==> src/include/sos_pkg.sv <==
/*
 * Shared constants and types for the string operation sequencer.
 * Assumes a 32-bit register port with byte addresses and one aligned word per register.
 */
package sos_pkg;
	localparam int DATA_W = 32;
	localparam int FIFO_DEPTH = 16;
	localparam int REG_ADDR_W = 8;
	localparam int NUM_SEG = 6;

	localparam logic [7:0] OFS_CTRL = 8'h00;
	localparam logic [7:0] OFS_SRC = 8'h04;
	localparam logic [7:0] OFS_DST = 8'h08;
	localparam logic [7:0] OFS_COUNT = 8'h0c;
	localparam logic [7:0] OFS_ACC = 8'h10;
	localparam logic [7:0] OFS_PORT_IDX = 8'h14;
	localparam logic [7:0] OFS_FLAGS = 8'h18;
	localparam logic [7:0] OFS_STATUS = 8'h1c;
	localparam logic [7:0] OFS_IMM_PORT = 8'h20;
	localparam logic [7:0] OFS_SEG_BASE = 8'h24;

	localparam int CTRL_OP_LSB = 0;
	localparam int CTRL_SIZE_LSB = 4;
	localparam int CTRL_PFX_LSB = 6;
	localparam int CTRL_SEG_LSB = 8;
	localparam int CTRL_OVR_BIT = 11;
	localparam int CTRL_IMM_BIT = 12;
	localparam int CTRL_START_BIT = 31;

	localparam int FLAG_CF = 0;
	localparam int FLAG_PF = 2;
	localparam int FLAG_AF = 4;
	localparam int FLAG_ZF = 6;
	localparam int FLAG_SF = 7;
	localparam int FLAG_DF = 10;
	localparam int FLAG_OF = 11;
	localparam logic [31:0] FLAG_WMASK = 32'h0000_0cd5;
	localparam logic [31:0] RST_WORD = 32'h0000_0000;

	localparam logic [1:0] SIZE_BYTE = 2'h0;
	localparam logic [1:0] SIZE_WORD = 2'h1;
	localparam logic [1:0] SIZE_DWORD = 2'h2;

	localparam logic [2:0] SEG_EXTRA = 3'h0;
	localparam logic [2:0] SEG_DATA = 3'h3;

	typedef enum logic [3:0] {copy_element_op = 4'b0000, compare_element_op = 4'b0001,
		scan_element_op = 4'b0010, load_element_op = 4'b0011, store_element_op = 4'b0100,
		port_to_memory_op = 4'b0101, memory_to_port_op = 4'b0110, port_in_op = 4'b0111,
		port_out_op = 4'b1000} sos_op_e;
	typedef enum logic [1:0] {no_prefix = 2'b00, iterate_prefix = 2'b01,
		iterate_while_equal = 2'b10, iterate_while_unequal = 2'b11} sos_pfx_e;
	typedef enum logic [2:0] {st_idle = 3'b000, st_check = 3'b001, st_fetch = 3'b010,
		st_fetch2 = 3'b011, st_put = 3'b100, st_step = 3'b101} sos_state_e;
endpackage

==> src/design/sos_string_seq.sv <==
/*
 * String operation sequencer with its element FIFO.
 * Assumes memory and I/O partners answer a held request with a one-cycle ack,
 * and a register master that follows the plain strobe port protocol.
 */
// The plain strobed port and the placing of the registers were chosen for this implementation.
// Summary of operation
// One element per iteration; element is byte, word or doubleword.
// Source index uses the data segment unless an override picks another.
// Destination index always uses the extra segment; overrides ignored.
// Copy reads the source element and writes it to the destination.
// Compare subtracts destination from source, sets six flags, writes nothing.
// Scan subtracts destination from sized accumulator; memory and accumulator unchanged.
// Load puts the source element into the sized accumulator part.
// Store writes the sized accumulator part to the destination.
// Each iteration steps the used index registers by one element size.
// Direction flag zero increments indices, one decrements them.
// Plain iterate repeats until count is zero, then finishes.
// Iterate-while-equal continues while count nonzero and zero flag set.
// Iterate-while-unequal continues while count nonzero and zero flag clear.
// Conditional prefixes act only on compare and scan; other string ops iterate plainly, register port transfers run once.
// Register port transfers move 32, 16 or 8 bits with the accumulator.
// Register port transfers take the port from immediate or port index.
// Block port transfers take the port only from the port index.
// Block port transfers use index registers and repeat under the prefix.
// Count drops by one per iteration, checked before each; zero skips.
`timescale 1ns/10ps

module sos_fifo #(
	parameter int WIDTH = 32,
	parameter int DEPTH = 16
) (
	input wire logic clk,
	input wire logic rst_n,
	input wire logic in_valid,
	output logic in_ready,
	input wire logic [WIDTH-1:0] in_data,
	output logic out_valid,
	input wire logic out_ready,
	output logic [WIDTH-1:0] out_data
);
	localparam int PW = (DEPTH > 1) ? $clog2(DEPTH) : 1;
	logic [WIDTH-1:0] store [DEPTH];
	logic [PW-1:0] wr_ptr;
	logic [PW-1:0] rd_ptr;
	logic [PW:0] fill;
	logic push;
	logic pop;

	assign in_ready = fill != (PW+1)'(DEPTH);
	assign out_valid = fill != '0;
	assign out_data = store[rd_ptr];
	assign push = in_valid && in_ready;
	assign pop = out_ready && out_valid;

	always_ff @(posedge clk) begin
		if (push) begin
			store[wr_ptr] <= in_data;
		end
	end

	always_ff @(posedge clk or negedge rst_n) begin
		if (!rst_n) begin
			wr_ptr <= '0;
			rd_ptr <= '0;
			fill <= '0;
		end else begin
			if (push) begin
				wr_ptr <= (wr_ptr == PW'(DEPTH - 1)) ? '0 : wr_ptr + 1'b1;
			end
			if (pop) begin
				rd_ptr <= (rd_ptr == PW'(DEPTH - 1)) ? '0 : rd_ptr + 1'b1;
			end
			if (push && !pop) begin
				fill <= fill + 1'b1;
			end else if (pop && !push) begin
				fill <= fill - 1'b1;
			end
		end
	end
endmodule

module sos_string_seq import sos_pkg::*; #(
	parameter int FIFO_D = FIFO_DEPTH
) (
	input wire logic SYS_CLK,
	input wire logic RSTN,
	input wire logic [REG_ADDR_W-1:0] REG_ADDR,
	input wire logic [31:0] REG_WDATA,
	input wire logic REG_WR,
	input wire logic REG_RD,
	output logic [31:0] REG_RDATA,
	output logic MEM_REQ,
	output logic MEM_WE,
	output logic [31:0] MEM_ADDR,
	output logic [31:0] MEM_WDATA,
	output logic [1:0] MEM_SIZE,
	input wire logic [31:0] MEM_RDATA,
	input wire logic MEM_ACK,
	output logic IO_REQ,
	output logic IO_WE,
	output logic [15:0] IO_PORT,
	output logic [31:0] IO_WDATA,
	output logic [1:0] IO_SIZE,
	input wire logic [31:0] IO_RDATA,
	input wire logic IO_ACK,
	output logic BUSY
);
	logic rst_meta;
	logic rst_n;
	sos_state_e state;
	sos_state_e next_state;
	sos_op_e op_sel;
	sos_pfx_e pfx_sel;
	logic [1:0] size_sel;
	logic [2:0] seg_sel;
	logic ovr_en;
	logic imm_sel;
	logic [15:0] imm_port;
	logic [15:0] port_index_register;
	logic [31:0] source_index;
	logic [31:0] destination_index;
	logic [31:0] count_register;
	logic [31:0] accumulator;
	logic [31:0] flag_word;
	logic [31:0] seg_base [NUM_SEG];
	logic [31:0] dst_val;
	logic done;
	logic wr_ok;
	logic start;
	logic [31:0] mask;
	logic [31:0] step_amt;
	logic [2:0] src_seg;
	logic [31:0] src_lin;
	logic [31:0] dst_lin;
	logic is_cs;
	logic reg_io;
	logic op_known;
	logic repeating;
	logic use_src;
	logic use_dst;
	logic fetch_mem;
	logic fetch_io;
	logic put_mem;
	logic put_io;
	logic from_acc;
	logic pop_at_step;
	logic mem_ack;
	logic io_ack;
	logic mem_go;
	logic io_go;
	logic [15:0] io_port_sel;
	logic [31:0] put_data;
	logic [5:0] res;
	logic stop_cond;
	logic fifo_in_valid;
	logic fifo_in_ready;
	logic [31:0] fifo_in_data;
	logic fifo_out_valid;
	logic fifo_pop;
	logic [31:0] fifo_out_data;
	logic [31:0] rdata_mux;

	// Release is synchronous so no flop leaves reset on a different edge
	always_ff @(posedge SYS_CLK or negedge RSTN) begin
		if (!RSTN) begin
			rst_meta <= 1'b0;
			rst_n <= 1'b0;
		end else begin
			rst_meta <= 1'b1;
			rst_n <= rst_meta;
		end
	end

	function automatic logic [31:0] size_mask(input logic [1:0] sz);
		case (sz)
			SIZE_BYTE: size_mask = 32'h0000_00ff;
			SIZE_WORD: size_mask = 32'h0000_ffff;
			default: size_mask = 32'hffff_ffff;
		endcase
	endfunction

	// Result bits are {of, sf, zf, af, pf, cf} of a - b at the element width
	function automatic logic [5:0] sub_flags(input logic [31:0] a, input logic [31:0] b,
		input logic [1:0] sz);
		logic [31:0] m;
		logic [32:0] d;
		logic [31:0] msb;
		logic sa;
		logic sb;
		logic sd;
		m = size_mask(sz);
		d = {1'b0, a & m} - {1'b0, b & m};
		msb = (m >> 1) + 32'h0000_0001;
		sa = |(a & msb);
		sb = |(b & msb);
		sd = |(d[31:0] & msb);
		sub_flags = {(sa != sb) && (sd != sa), sd, (d[31:0] & m) == 32'h0000_0000,
			a[4] ^ b[4] ^ d[4], ~^d[7:0], d[32]};
	endfunction

	assign wr_ok = REG_WR && state == st_idle;
	assign start = wr_ok && REG_ADDR == OFS_CTRL && REG_WDATA[CTRL_START_BIT];
	assign mask = size_mask(size_sel);
	assign step_amt = (size_sel == SIZE_BYTE) ? 32'h0000_0001 :
		(size_sel == SIZE_WORD) ? 32'h0000_0002 : 32'h0000_0004;
	assign src_seg = (ovr_en && seg_sel < 3'(NUM_SEG)) ? seg_sel : SEG_DATA;
	assign src_lin = seg_base[src_seg] + source_index;
	assign dst_lin = seg_base[SEG_EXTRA] + destination_index;

	assign is_cs = op_sel == compare_element_op || op_sel == scan_element_op;
	assign reg_io = op_sel == port_in_op || op_sel == port_out_op;
	assign op_known = op_sel <= port_out_op;
	assign repeating = pfx_sel != no_prefix && !reg_io;
	assign use_src = op_sel == copy_element_op || op_sel == compare_element_op ||
		op_sel == load_element_op || op_sel == memory_to_port_op;
	assign use_dst = op_sel == copy_element_op || is_cs || op_sel == store_element_op ||
		op_sel == port_to_memory_op;
	assign fetch_mem = use_src;
	assign fetch_io = op_sel == port_to_memory_op || op_sel == port_in_op;
	assign put_mem = op_sel == copy_element_op || op_sel == port_to_memory_op ||
		op_sel == store_element_op;
	assign put_io = op_sel == memory_to_port_op || op_sel == port_out_op;
	assign from_acc = op_sel == store_element_op || op_sel == port_out_op;
	assign pop_at_step = op_sel == compare_element_op || op_sel == load_element_op ||
		op_sel == port_in_op;
	// Block transfers never see the immediate port
	assign io_port_sel = (reg_io && imm_sel) ? imm_port : port_index_register;
	assign put_data = (from_acc ? accumulator : fifo_out_data) & mask;

	assign mem_ack = MEM_REQ && MEM_ACK;
	assign io_ack = IO_REQ && IO_ACK;
	assign res = sub_flags(op_sel == scan_element_op ? accumulator : fifo_out_data, dst_val,
		size_sel);
	assign stop_cond = is_cs && ((pfx_sel == iterate_while_equal && !res[3]) ||
		(pfx_sel == iterate_while_unequal && res[3]));

	always_comb begin
		next_state = state;
		case (state)
			st_idle: begin
				if (start) begin
					next_state = st_check;
				end
			end
			st_check: begin
				if (!op_known || (repeating && count_register == 32'h0000_0000)) begin
					next_state = st_idle;
				end else if (fetch_mem || fetch_io) begin
					next_state = st_fetch;
				end else if (op_sel == scan_element_op) begin
					next_state = st_fetch2;
				end else begin
					next_state = st_put;
				end
			end
			st_fetch: begin
				if (mem_ack || io_ack) begin
					if (op_sel == compare_element_op) begin
						next_state = st_fetch2;
					end else if (put_mem || put_io) begin
						next_state = st_put;
					end else begin
						next_state = st_step;
					end
				end
			end
			st_fetch2: begin
				if (mem_ack) begin
					next_state = st_step;
				end
			end
			st_put: begin
				if (mem_ack || io_ack) begin
					next_state = st_step;
				end
			end
			st_step: begin
				next_state = (!repeating || stop_cond) ? st_idle : st_check;
			end
			default: next_state = st_idle;
		endcase
	end

	always_ff @(posedge SYS_CLK or negedge rst_n) begin
		if (!rst_n) begin
			state <= st_idle;
			BUSY <= 1'b0;
		end else begin
			state <= next_state;
			BUSY <= next_state != st_idle;
		end
	end

	// Fetches wait for FIFO room, so a stalled drain holds the source back
	assign fifo_in_valid = state == st_fetch && (mem_ack || io_ack);
	assign fifo_in_data = (MEM_REQ ? MEM_RDATA : IO_RDATA) & mask;
	assign fifo_pop = fifo_out_valid &&
		((state == st_put && !from_acc && (mem_ack || io_ack)) ||
		(state == st_step && pop_at_step));

	sos_fifo #(.WIDTH(DATA_W), .DEPTH(FIFO_D)) u_fifo (
		.clk(SYS_CLK),
		.rst_n(rst_n),
		.in_valid(fifo_in_valid),
		.in_ready(fifo_in_ready),
		.in_data(fifo_in_data),
		.out_valid(fifo_out_valid),
		.out_ready(fifo_pop),
		.out_data(fifo_out_data)
	);

	assign mem_go = !MEM_REQ && ((state == st_fetch && fetch_mem && fifo_in_ready) ||
		state == st_fetch2 || (state == st_put && put_mem));

	always_ff @(posedge SYS_CLK or negedge rst_n) begin
		if (!rst_n) begin
			MEM_REQ <= 1'b0;
			MEM_WE <= 1'b0;
			MEM_ADDR <= RST_WORD;
			MEM_WDATA <= RST_WORD;
			MEM_SIZE <= SIZE_BYTE;
		end else if (mem_go) begin
			MEM_REQ <= 1'b1;
			MEM_WE <= state == st_put;
			MEM_ADDR <= (state == st_fetch) ? src_lin : dst_lin;
			MEM_WDATA <= put_data;
			MEM_SIZE <= size_sel;
		end else if (mem_ack) begin
			MEM_REQ <= 1'b0;
			MEM_WE <= 1'b0;
		end
	end

	assign io_go = !IO_REQ && ((state == st_fetch && fetch_io && fifo_in_ready) ||
		(state == st_put && put_io));

	always_ff @(posedge SYS_CLK or negedge rst_n) begin
		if (!rst_n) begin
			IO_REQ <= 1'b0;
			IO_WE <= 1'b0;
			IO_PORT <= 16'h0000;
			IO_WDATA <= RST_WORD;
			IO_SIZE <= SIZE_BYTE;
		end else if (io_go) begin
			IO_REQ <= 1'b1;
			IO_WE <= state == st_put;
			IO_PORT <= io_port_sel;
			IO_WDATA <= put_data;
			IO_SIZE <= size_sel;
		end else if (io_ack) begin
			IO_REQ <= 1'b0;
			IO_WE <= 1'b0;
		end
	end

	always_ff @(posedge SYS_CLK or negedge rst_n) begin
		if (!rst_n) begin
			dst_val <= RST_WORD;
		end else if (state == st_fetch2 && mem_ack) begin
			dst_val <= MEM_RDATA & mask;
		end
	end

	always_ff @(posedge SYS_CLK or negedge rst_n) begin
		if (!rst_n) begin
			op_sel <= copy_element_op;
			size_sel <= SIZE_BYTE;
			pfx_sel <= no_prefix;
			seg_sel <= SEG_DATA;
			ovr_en <= 1'b0;
			imm_sel <= 1'b0;
		end else if (wr_ok && REG_ADDR == OFS_CTRL) begin
			op_sel <= sos_op_e'(REG_WDATA[CTRL_OP_LSB +: 4]);
			size_sel <= REG_WDATA[CTRL_SIZE_LSB +: 2];
			pfx_sel <= sos_pfx_e'(REG_WDATA[CTRL_PFX_LSB +: 2]);
			seg_sel <= REG_WDATA[CTRL_SEG_LSB +: 3];
			ovr_en <= REG_WDATA[CTRL_OVR_BIT];
			imm_sel <= REG_WDATA[CTRL_IMM_BIT];
		end
	end

	always_ff @(posedge SYS_CLK or negedge rst_n) begin
		if (!rst_n) begin
			imm_port <= 16'h0000;
			port_index_register <= 16'h0000;
		end else if (wr_ok && REG_ADDR == OFS_IMM_PORT) begin
			imm_port <= REG_WDATA[15:0];
		end else if (wr_ok && REG_ADDR == OFS_PORT_IDX) begin
			port_index_register <= REG_WDATA[15:0];
		end
	end

	for (genvar g = 0; g < NUM_SEG; g++) begin : g_seg
		always_ff @(posedge SYS_CLK or negedge rst_n) begin
			if (!rst_n) begin
				seg_base[g] <= RST_WORD;
			end else if (wr_ok && REG_ADDR == OFS_SEG_BASE + 8'(4 * g)) begin
				seg_base[g] <= REG_WDATA;
			end
		end
	end

	always_ff @(posedge SYS_CLK or negedge rst_n) begin
		if (!rst_n) begin
			source_index <= RST_WORD;
		end else if (wr_ok && REG_ADDR == OFS_SRC) begin
			source_index <= REG_WDATA;
		end else if (state == st_step && use_src) begin
			source_index <= flag_word[FLAG_DF] ? source_index - step_amt :
				source_index + step_amt;
		end
	end

	always_ff @(posedge SYS_CLK or negedge rst_n) begin
		if (!rst_n) begin
			destination_index <= RST_WORD;
		end else if (wr_ok && REG_ADDR == OFS_DST) begin
			destination_index <= REG_WDATA;
		end else if (state == st_step && use_dst) begin
			destination_index <= flag_word[FLAG_DF] ? destination_index - step_amt :
				destination_index + step_amt;
		end
	end

	always_ff @(posedge SYS_CLK or negedge rst_n) begin
		if (!rst_n) begin
			count_register <= RST_WORD;
		end else if (wr_ok && REG_ADDR == OFS_COUNT) begin
			count_register <= REG_WDATA;
		end else if (state == st_step && repeating) begin
			count_register <= count_register - 32'h0000_0001;
		end
	end

	// Load and port input change only the sized part; scan never writes here
	always_ff @(posedge SYS_CLK or negedge rst_n) begin
		if (!rst_n) begin
			accumulator <= RST_WORD;
		end else if (wr_ok && REG_ADDR == OFS_ACC) begin
			accumulator <= REG_WDATA;
		end else if (state == st_step && (op_sel == load_element_op || op_sel == port_in_op)) begin
			accumulator <= (accumulator & ~mask) | (fifo_out_data & mask);
		end
	end

	always_ff @(posedge SYS_CLK or negedge rst_n) begin
		if (!rst_n) begin
			flag_word <= RST_WORD;
		end else if (wr_ok && REG_ADDR == OFS_FLAGS) begin
			flag_word <= REG_WDATA & FLAG_WMASK;
		end else if (state == st_step && is_cs) begin
			flag_word[FLAG_CF] <= res[0];
			flag_word[FLAG_PF] <= res[1];
			flag_word[FLAG_AF] <= res[2];
			flag_word[FLAG_ZF] <= res[3];
			flag_word[FLAG_SF] <= res[4];
			flag_word[FLAG_OF] <= res[5];
		end
	end

	// Start is only accepted in idle, so it never meets the setting edge
	always_ff @(posedge SYS_CLK or negedge rst_n) begin
		if (!rst_n) begin
			done <= 1'b0;
		end else if (state != st_idle && next_state == st_idle) begin
			done <= 1'b1;
		end else if (start) begin
			done <= 1'b0;
		end
	end

	always_comb begin
		rdata_mux = 32'h0000_0000;
		case (REG_ADDR)
			OFS_CTRL: rdata_mux = {19'h0_0000, imm_sel, ovr_en, seg_sel, pfx_sel, size_sel, op_sel};
			OFS_SRC: rdata_mux = source_index;
			OFS_DST: rdata_mux = destination_index;
			OFS_COUNT: rdata_mux = count_register;
			OFS_ACC: rdata_mux = accumulator;
			OFS_PORT_IDX: rdata_mux = {16'h0000, port_index_register};
			OFS_FLAGS: rdata_mux = flag_word;
			OFS_STATUS: rdata_mux = {25'h000_0000, state, 2'h0, done, BUSY};
			OFS_IMM_PORT: rdata_mux = {16'h0000, imm_port};
			default: begin
				for (int i = 0; i < NUM_SEG; i++) begin
					if (REG_ADDR == OFS_SEG_BASE + 8'(4 * i)) begin
						rdata_mux = seg_base[i];
					end
				end
			end
		endcase
	end

	always_ff @(posedge SYS_CLK or negedge rst_n) begin
		if (!rst_n) begin
			REG_RDATA <= RST_WORD;
		end else begin
			REG_RDATA <= REG_RD ? rdata_mux : RST_WORD;
		end
	end
endmodule

==> config.mk <==
export PLATFORM = sky130hd
export DESIGN_NAME = sos_string_seq
export DESIGN_NICKNAME = d
export VERILOG_FILES = /design/src/include/sos_pkg.sv /design/src/design/sos_string_seq.sv
export SDC_FILE = /design/constraint.sdc
export NUM_CORES = 2
export LEC_CHECK = 0
export BUFFER_PORTS_ARGS = -buffer_cell sky130_fd_sc_hd__buf_4
export CORE_ASPECT_RATIO = 1.75
export CORE_MARGIN = 4
export CORE_UTILIZATION = 25
export CTS_BUF_LIST = sky130_fd_sc_hd__clkbuf_8 sky130_fd_sc_hd__clkbuf_16
export CTS_CLUSTER_SIZE = 14
export DETAILED_ROUTE_END_ITERATION = 12
export PLACE_DENSITY_LB_ADDON = 0.12
export SLEW_MARGIN = 20
export SYNTH_ARGS = -nofsm -noshare
export SYNTH_HDL_FRONTEND = slang
export SYNTH_SLANG_ARGS = --single-unit
==> constraint.sdc <==
create_clock -name SYS_CLK -period 50.3 [get_ports SYS_CLK]
set_clock_uncertainty 0.2 [all_clocks]
set_input_delay 10.06 -clock SYS_CLK [delete_from_list [all_inputs] [get_ports SYS_CLK]]
set_output_delay 10.06 -clock SYS_CLK [all_outputs]
set_load 0.02 [all_outputs]
# Word-level counts from Yosys, hierarchy flattened
# Memories as Yosys holds them, arrays and structs flattened.
# Cells that the tools add are included.
# word_totals
rom_bits,0
memories,1
latch_bits,0
in_bits,110
elab_cells,284
regBits,576
mem_bits_rw,512
# op_classes
shift,0
bitwise_logic,17
n_div,0
n_eq_ne,35
add_sub_neg,13
mul,0
n_mux,65
reduce_logical,110
order_cmp,3
# memory_table
name,words,word_bits,read_ports,rd_clocked_by_memory_dff,write_ports,line_no,rtl
u_fifo.store,16,32,1,0,1,sos_string_seq.sv:43,logic [WIDTH-1:0] store [DEPTH];
# op_table
cell,count
32-bit two-way mux,23
32-bit bitwise AND,11
32-bit one-hot mux with 9 select lines,1
32-bit binary-select mux with 3-bit select,1
32-bit OR reduction,3
32-bit by 3-bit adder with 32-bit output,2
32-bit adder,2
32-bit zero test,2
32-bit one-hot mux with 2 select lines,1
32-bit by 3-bit subtractor with 32-bit output,2
8-bit by 6-bit == test with 1-bit output (second input constant),7
1-bit logical AND,50
3-bit two-way mux,11
32-bit by 32-bit subtractor with 33-bit output,1
31-bit by 1-bit adder with 32-bit output (second input constant),1
8-bit by 5-bit == test with 1-bit output (second input constant),4
32-bit inverter,1
32-bit OR,1
32-bit by 1-bit subtractor with 32-bit output (second input constant),1
1-bit logical OR,26
1-bit two-way mux,20
2-bit nonzero test,10
3-bit one-hot mux with 6 select lines,1
4-bit by 3-bit == test with 1-bit output (second input constant),4
34 further kinds,57

# Depth between registers and ports, before layout
# depth
depth_word,16
mapped_depth,25
ltp_nobuf,20

# Modules after synthesis
# Synthesis repeated with hierarchy kept, for this count alone.
# hier_totals
hier_cells,4761
hier_area_um2,55927.4
# modules_own_cells
module,n_inst,cells_each,area_each_um2
sos_string_seq,1,3811,35485.3
sos_fifo,1,950,20442.1

# Least setup slack after synthesis
# OpenSTA, ideal clock, no wires.
# synth_timing
path_kind,input to register
startpoint,input MEM_ACK
endpoint,memory u_fifo.store[3][0] (enable)
required_ps,49598
t_arrival_ps,13434
path_stages,3
setup_slack_ps,36165
path_cell_list,a22o_1 > nand2_1 > nor4_1
# synth_via
elab_chain_cells,6
# synth_lines
item,line_no,rtl
start: declaration,sos_string_seq.sv:99,"input wire logic MEM_ACK,"
1-bit logical AND,sos_string_seq.sv:231,assign mem_ack = MEM_REQ && MEM_ACK;
1-bit logical OR,sos_string_seq.sv:296,assign fifo_in_valid = state == st_fetch && (mem_ack || io_ack);
1-bit logical AND,sos_string_seq.sv:296,
1-bit logical AND,sos_string_seq.sv:53,assign push = in_valid && in_ready;
1-bit two-way mux,sos_string_seq.sv:57,if (push) begin
1-bit two-way mux (not written as such),sos_string_seq.sv:58,store[wr_ptr] <= in_data;
end: declaration,sos_string_seq.sv:43,
# Every way passes these cells.

# Worst setup path after layout
# layout_timing
startpoint,input REG_ADDR[5]
endpoint,register source_index[0]
# layout_via
elab_chain_cells,3
elab_cells_between_ends,4
# layout_lines
item,line_no,rtl
start: declaration,sos_string_seq.sv:88,"input wire logic [REG_ADDR_W-1:0] REG_ADDR,"
8-bit by 3-bit == test with 1-bit output (*),sos_string_seq.sv:407,end else if (wr_ok && REG_ADDR == OFS_SRC) begin
1-bit logical AND (*),sos_string_seq.sv:407,
32-bit two-way mux / 2-bit nonzero test (equally long branches),--,
end signal: assignment,sos_string_seq.sv:410,source_index <= flag_word[FLAG_DF] ? source_index - step_amt :
end: declaration,sos_string_seq.sv:121,logic [31:0] source_index;
# Mark *: on every way between the ends. The rest lies on a longest branch, timed or not.
# A chain may end at the register's enable or synchronous reset.

==> flow_metrics.env <==
export IMPL_syn_area_mm2=0.0550
export IMPL_antenna_found_initial=13
export IMPL_tritoncts="done"
export IMPL_min_period_over_period=0.250
export IMPL_yosys_warnings=0
export IMPL_hold_path_class="reg -> async"
export IMPL_synth_xor_area_share=0.0199
export IMPL_fin_crit_ps=12600
export IMPL_fmax_mhz=79.4
export IMPL_die_height_um=628
export IMPL_syn2layout_area_growth_pct=17.1
export IMPL_hold_viol=0
export IMPL_crit_chain="buf_4 > or4_1 > nor2_4 > buf_4 > and2_1 > buf_4 > nor2_2 > buf_4 > a221o_1"
export IMPL_fill_cells=22501
export IMPL_seq_area_mm2=0.0298
export IMPL_die_w_um=363
export IMPL_grt_usage=0.191
export IMPL_cts_sinks=1088
export IMPL_synth_ff_type="dfrtp_1"
export IMPL_pwr_share_clk=0.389
export IMPL_overflow=0
export IMPL_postSynthAreaPerCell_um2=12.2
export IMPL_max_stage_delay_ps=730
export IMPL_place_congestion=0.869
export IMPL_syn_nets=4803
export IMPL_grt_pass1_vias=41476
export IMPL_drive_above_1_share=0.222
export IMPL_instances_no_fill=7669
export IMPL_max_cap_viol_count=0
export IMPL_yosys_register_bits=1088
export IMPL_seqPwrFrac=0.441
export IMPL_synthSimpleGateAreaFrac=0.0844
export IMPL_synth_top_family_by_area="multiplexers"
export IMPL_rrSetupSlack_ps=43070
export IMPL_power_mw=2.31
export IMPL_clk_latency_ps=780
export IMPL_cell_internal_pwr_mw=1.63
export IMPL_final_setup_viol_count=0
export IMPL_wl_mm=222
export IMPL_p_leak_nw=25.6
export IMPL_switchingPower_uw=682
export IMPL_layout_commonest_cell="dfrtp_1"
export IMPL_crit_fanout=33
export IMPL_synth_edf_count=512
export IMPL_slew_viol_final=0
export IMPL_postCtsSetupBuffers=0
export IMPL_synth_compound_area_frac=0.141
export IMPL_clockRootBuffer="clkbuf_16"
export IMPL_worstReg2RegEnd="BUSY"
export IMPL_peakVddDrop_mv=0.0283
export IMPL_wire_per_inst_um=29.0
export IMPL_clk_pin_slew_ps=60
export IMPL_ys_seq_area_frac=0.542
export IMPL_r2r_start="u_fifo.rd_ptr[0]"
export IMPL_start_kind="input pin"
export IMPL_core_mm2=0.219
export IMPL_path_class="in -> reg"
export IMPL_switching_share=0.295
export IMPL_synthArstFlopShare=0.529
export IMPL_powerDensity_mw_per_mm2=35.9
export IMPL_drtIter0Drc=2834
export IMPL_rows=227
export IMPL_ys_types=93
export IMPL_ant_nets=0
export IMPL_arrival_ps=13030
export IMPL_nNetsFinal=4988
export IMPL_dieArea_mm2=0.228
export IMPL_worstPathRequired_ps=50730
export IMPL_synthMuxAreaShare=0.146
export IMPL_cts_resized=0
export IMPL_initial_utilization=0.251
export IMPL_slew_headroom=0.196
export IMPL_place_inst=7446
export IMPL_layout_common_cells="dfrtp_1 (566), nand2_1 (523), edfxtp_1 (512)"
export IMPL_synth_adder_area_share=0.0409
export IMPL_power_frac_comb=0.170
export IMPL_worstMarginPinSlew_ps=1200
export IMPL_status="finished, final reports clean"
export IMPL_htreeDepth=3
export IMPL_cts_made_buffers=116
export IMPL_dr_pass1_iters=7
export IMPL_r2r_cells=17
export IMPL_grt_max_degree=145
export IMPL_end_kind="flip-flop"
export IMPL_multi_input_area_mm2=0.0241
export IMPL_hpwl_mm=154
export IMPL_grt_pass1_wl_mm=314
export IMPL_cts_buffer_depth=3
export IMPL_ioPinCount=263
export IMPL_port_buffers=262
export IMPL_drc=0
export IMPL_viasPerCell=5.18
export IMPL_rsz0062_at_grt="no"
export IMPL_setup_tns_final_ps=0
export IMPL_cts_hold_buf=0
export IMPL_vias=39755
export IMPL_timing_critical_path_slowest_stage_cell="or4_1"
export IMPL_crit_top_cell="buf_4"
export IMPL_synth_cells=4517
## worst max path at each step
stage | start | depth (start not counted) | slack [ps] | end
5_1_grt | REG_ADDR[5] | 10 | 37650 | source_index[7]
4_1_cts | REG_ADDR[5] | 9 | 37810 | source_index[0]
6_report | REG_ADDR[5] | 9 | 37700 | source_index[0]
3_5_place_dp | REG_ADDR[5] | 9 | 36980 | source_index[0]
3_3_place_gp | REG_ADDR[1] | 9 | 36990 | flip-flop
2_1_floorplan | rst_n | 0 | 32860 | BUSY
## synth_stat cells, drive strengths merged, types with 12 or more instances
cell      n  area share
and3     15      0.0017
mux2i   125       0.023
clkbuf  212       0.014
nor4     23      0.0026
nand3    54      0.0049
and2     13      0.0015
o21ai   291       0.027
nor2    201       0.014
a22oi   112       0.015
nand4    21      0.0024
o22ai    13      0.0015
inv      76      0.0052
nor3     52      0.0048
a211oi   13      0.0018
or2      15      0.0018
o221ai   71       0.011
a221oi   72       0.011
mux2    283       0.058
a21oi   228       0.021
a221o    20      0.0036
a21o     53      0.0072
edfxtp  512        0.28
o31ai    12      0.0016
xor2     49      0.0078
o21bai   20      0.0027
xnor2    76       0.012
a22o     64       0.010
nor2b    21      0.0024
o211ai   26      0.0036
buf      73      0.0055
a222oi   12      0.0022
a31oi    60      0.0068
o21a     23      0.0031
or3      24      0.0027
mux4    160       0.066
ha      170       0.039
nand2   529       0.036
nand2b   37      0.0042
dfrtp   574        0.26
## worst max-delay path: cells and delay by family
kind | cells | cell delay, ps
AND/OR/NAND/NOR | 4 | 1310
AO/OA/AOI/OAI | 1 | 330
buffers and inverters | 4 | 1260
## power groups by stage
stage | clock (mW) | combinational, mW | sequential (mW)
6_report | 0.898 | 0.394 | 1.02
4_1_cts | 0.930 | 0.400 | 1.02
2_1_floorplan | 0 | 0.227 | 1.04
3_5_place_dp | 0 | 0.399 | 1.04
3_3_place_gp | 0 | 0.397 | 1.04
5_1_grt | 0.961 | 0.432 | 1.02
## per-stage QoR
stage | setup slack [ps] | instance area (um^2) | hold WS (ps) | utilization
after global routing | 37650 | 64400 | 158 | 0.294
after floorplan | 32860 | 55000 | 131 | -
final | 37700 | 64400 | 118 | 0.294
after detailed placement | 36980 | 60400 | 142 | 0.276
after global placement | 36990 | 60400 | 138 | 0.276
after CTS | 37810 | 64300 | 156 | 0.294
## sequential cells by signal, summed over array words and instances, names as in the netlist, 16 cells and up, named ones only
signal	count
u_fifo.store	512
seg_base	192
IO_WDATA	32
MEM_ADDR	32
MEM_WDATA	32
REG_RDATA	32
count_register	32
destination_index	32
dst_val	32
source_index	32
IO_PORT	16
imm_port	16
port_index_register	16
## layer usage
| metal | track usage | vias to the layer above | part of all wire | wire length, um |
|---|---|---|---|---|
| met4 | 0.0680 | 6 | 0.039 | 8580 |
| li1 | - | 17662 | - | - |
| met1 | 0.223 | 20625 | 0.39 | 87000 |
| met3 | 0.0223 | 357 | 0.039 | 8740 |
| met2 | 0.356 | 1105 | 0.53 | 118000 |
| met5 | 0 | - | 0.00021 | 47 |
## logic make-up (layout without fill, tap and decap cells)
family,after synthesis,in the layout
compound gates,1156,1156
xor+xnor,125,125
simple gates,1041,1041
buf+inv,362,647
mux,568,568
fa+ha+maj,176,176
flops,1088,1088
other cells,1,6
## layout make-up
| type | instances | share of cell area |
|---|---|---|
| Clock inverter | 89 | 0.0127 |
| Antenna cell | 5 | 0.000194 |
| Clock buffer | 129 | 0.0479 |
| Inverter | 77 | 0.00449 |
| Tap cell | 2862 | 0.0556 |
| Multi-Input combinational cell | 3067 | 0.374 |
| Timing Repair Buffer | 352 | 0.0417 |
| Sequential cell | 1088 | 0.463 |
Power figures use the tool's default switching activity.
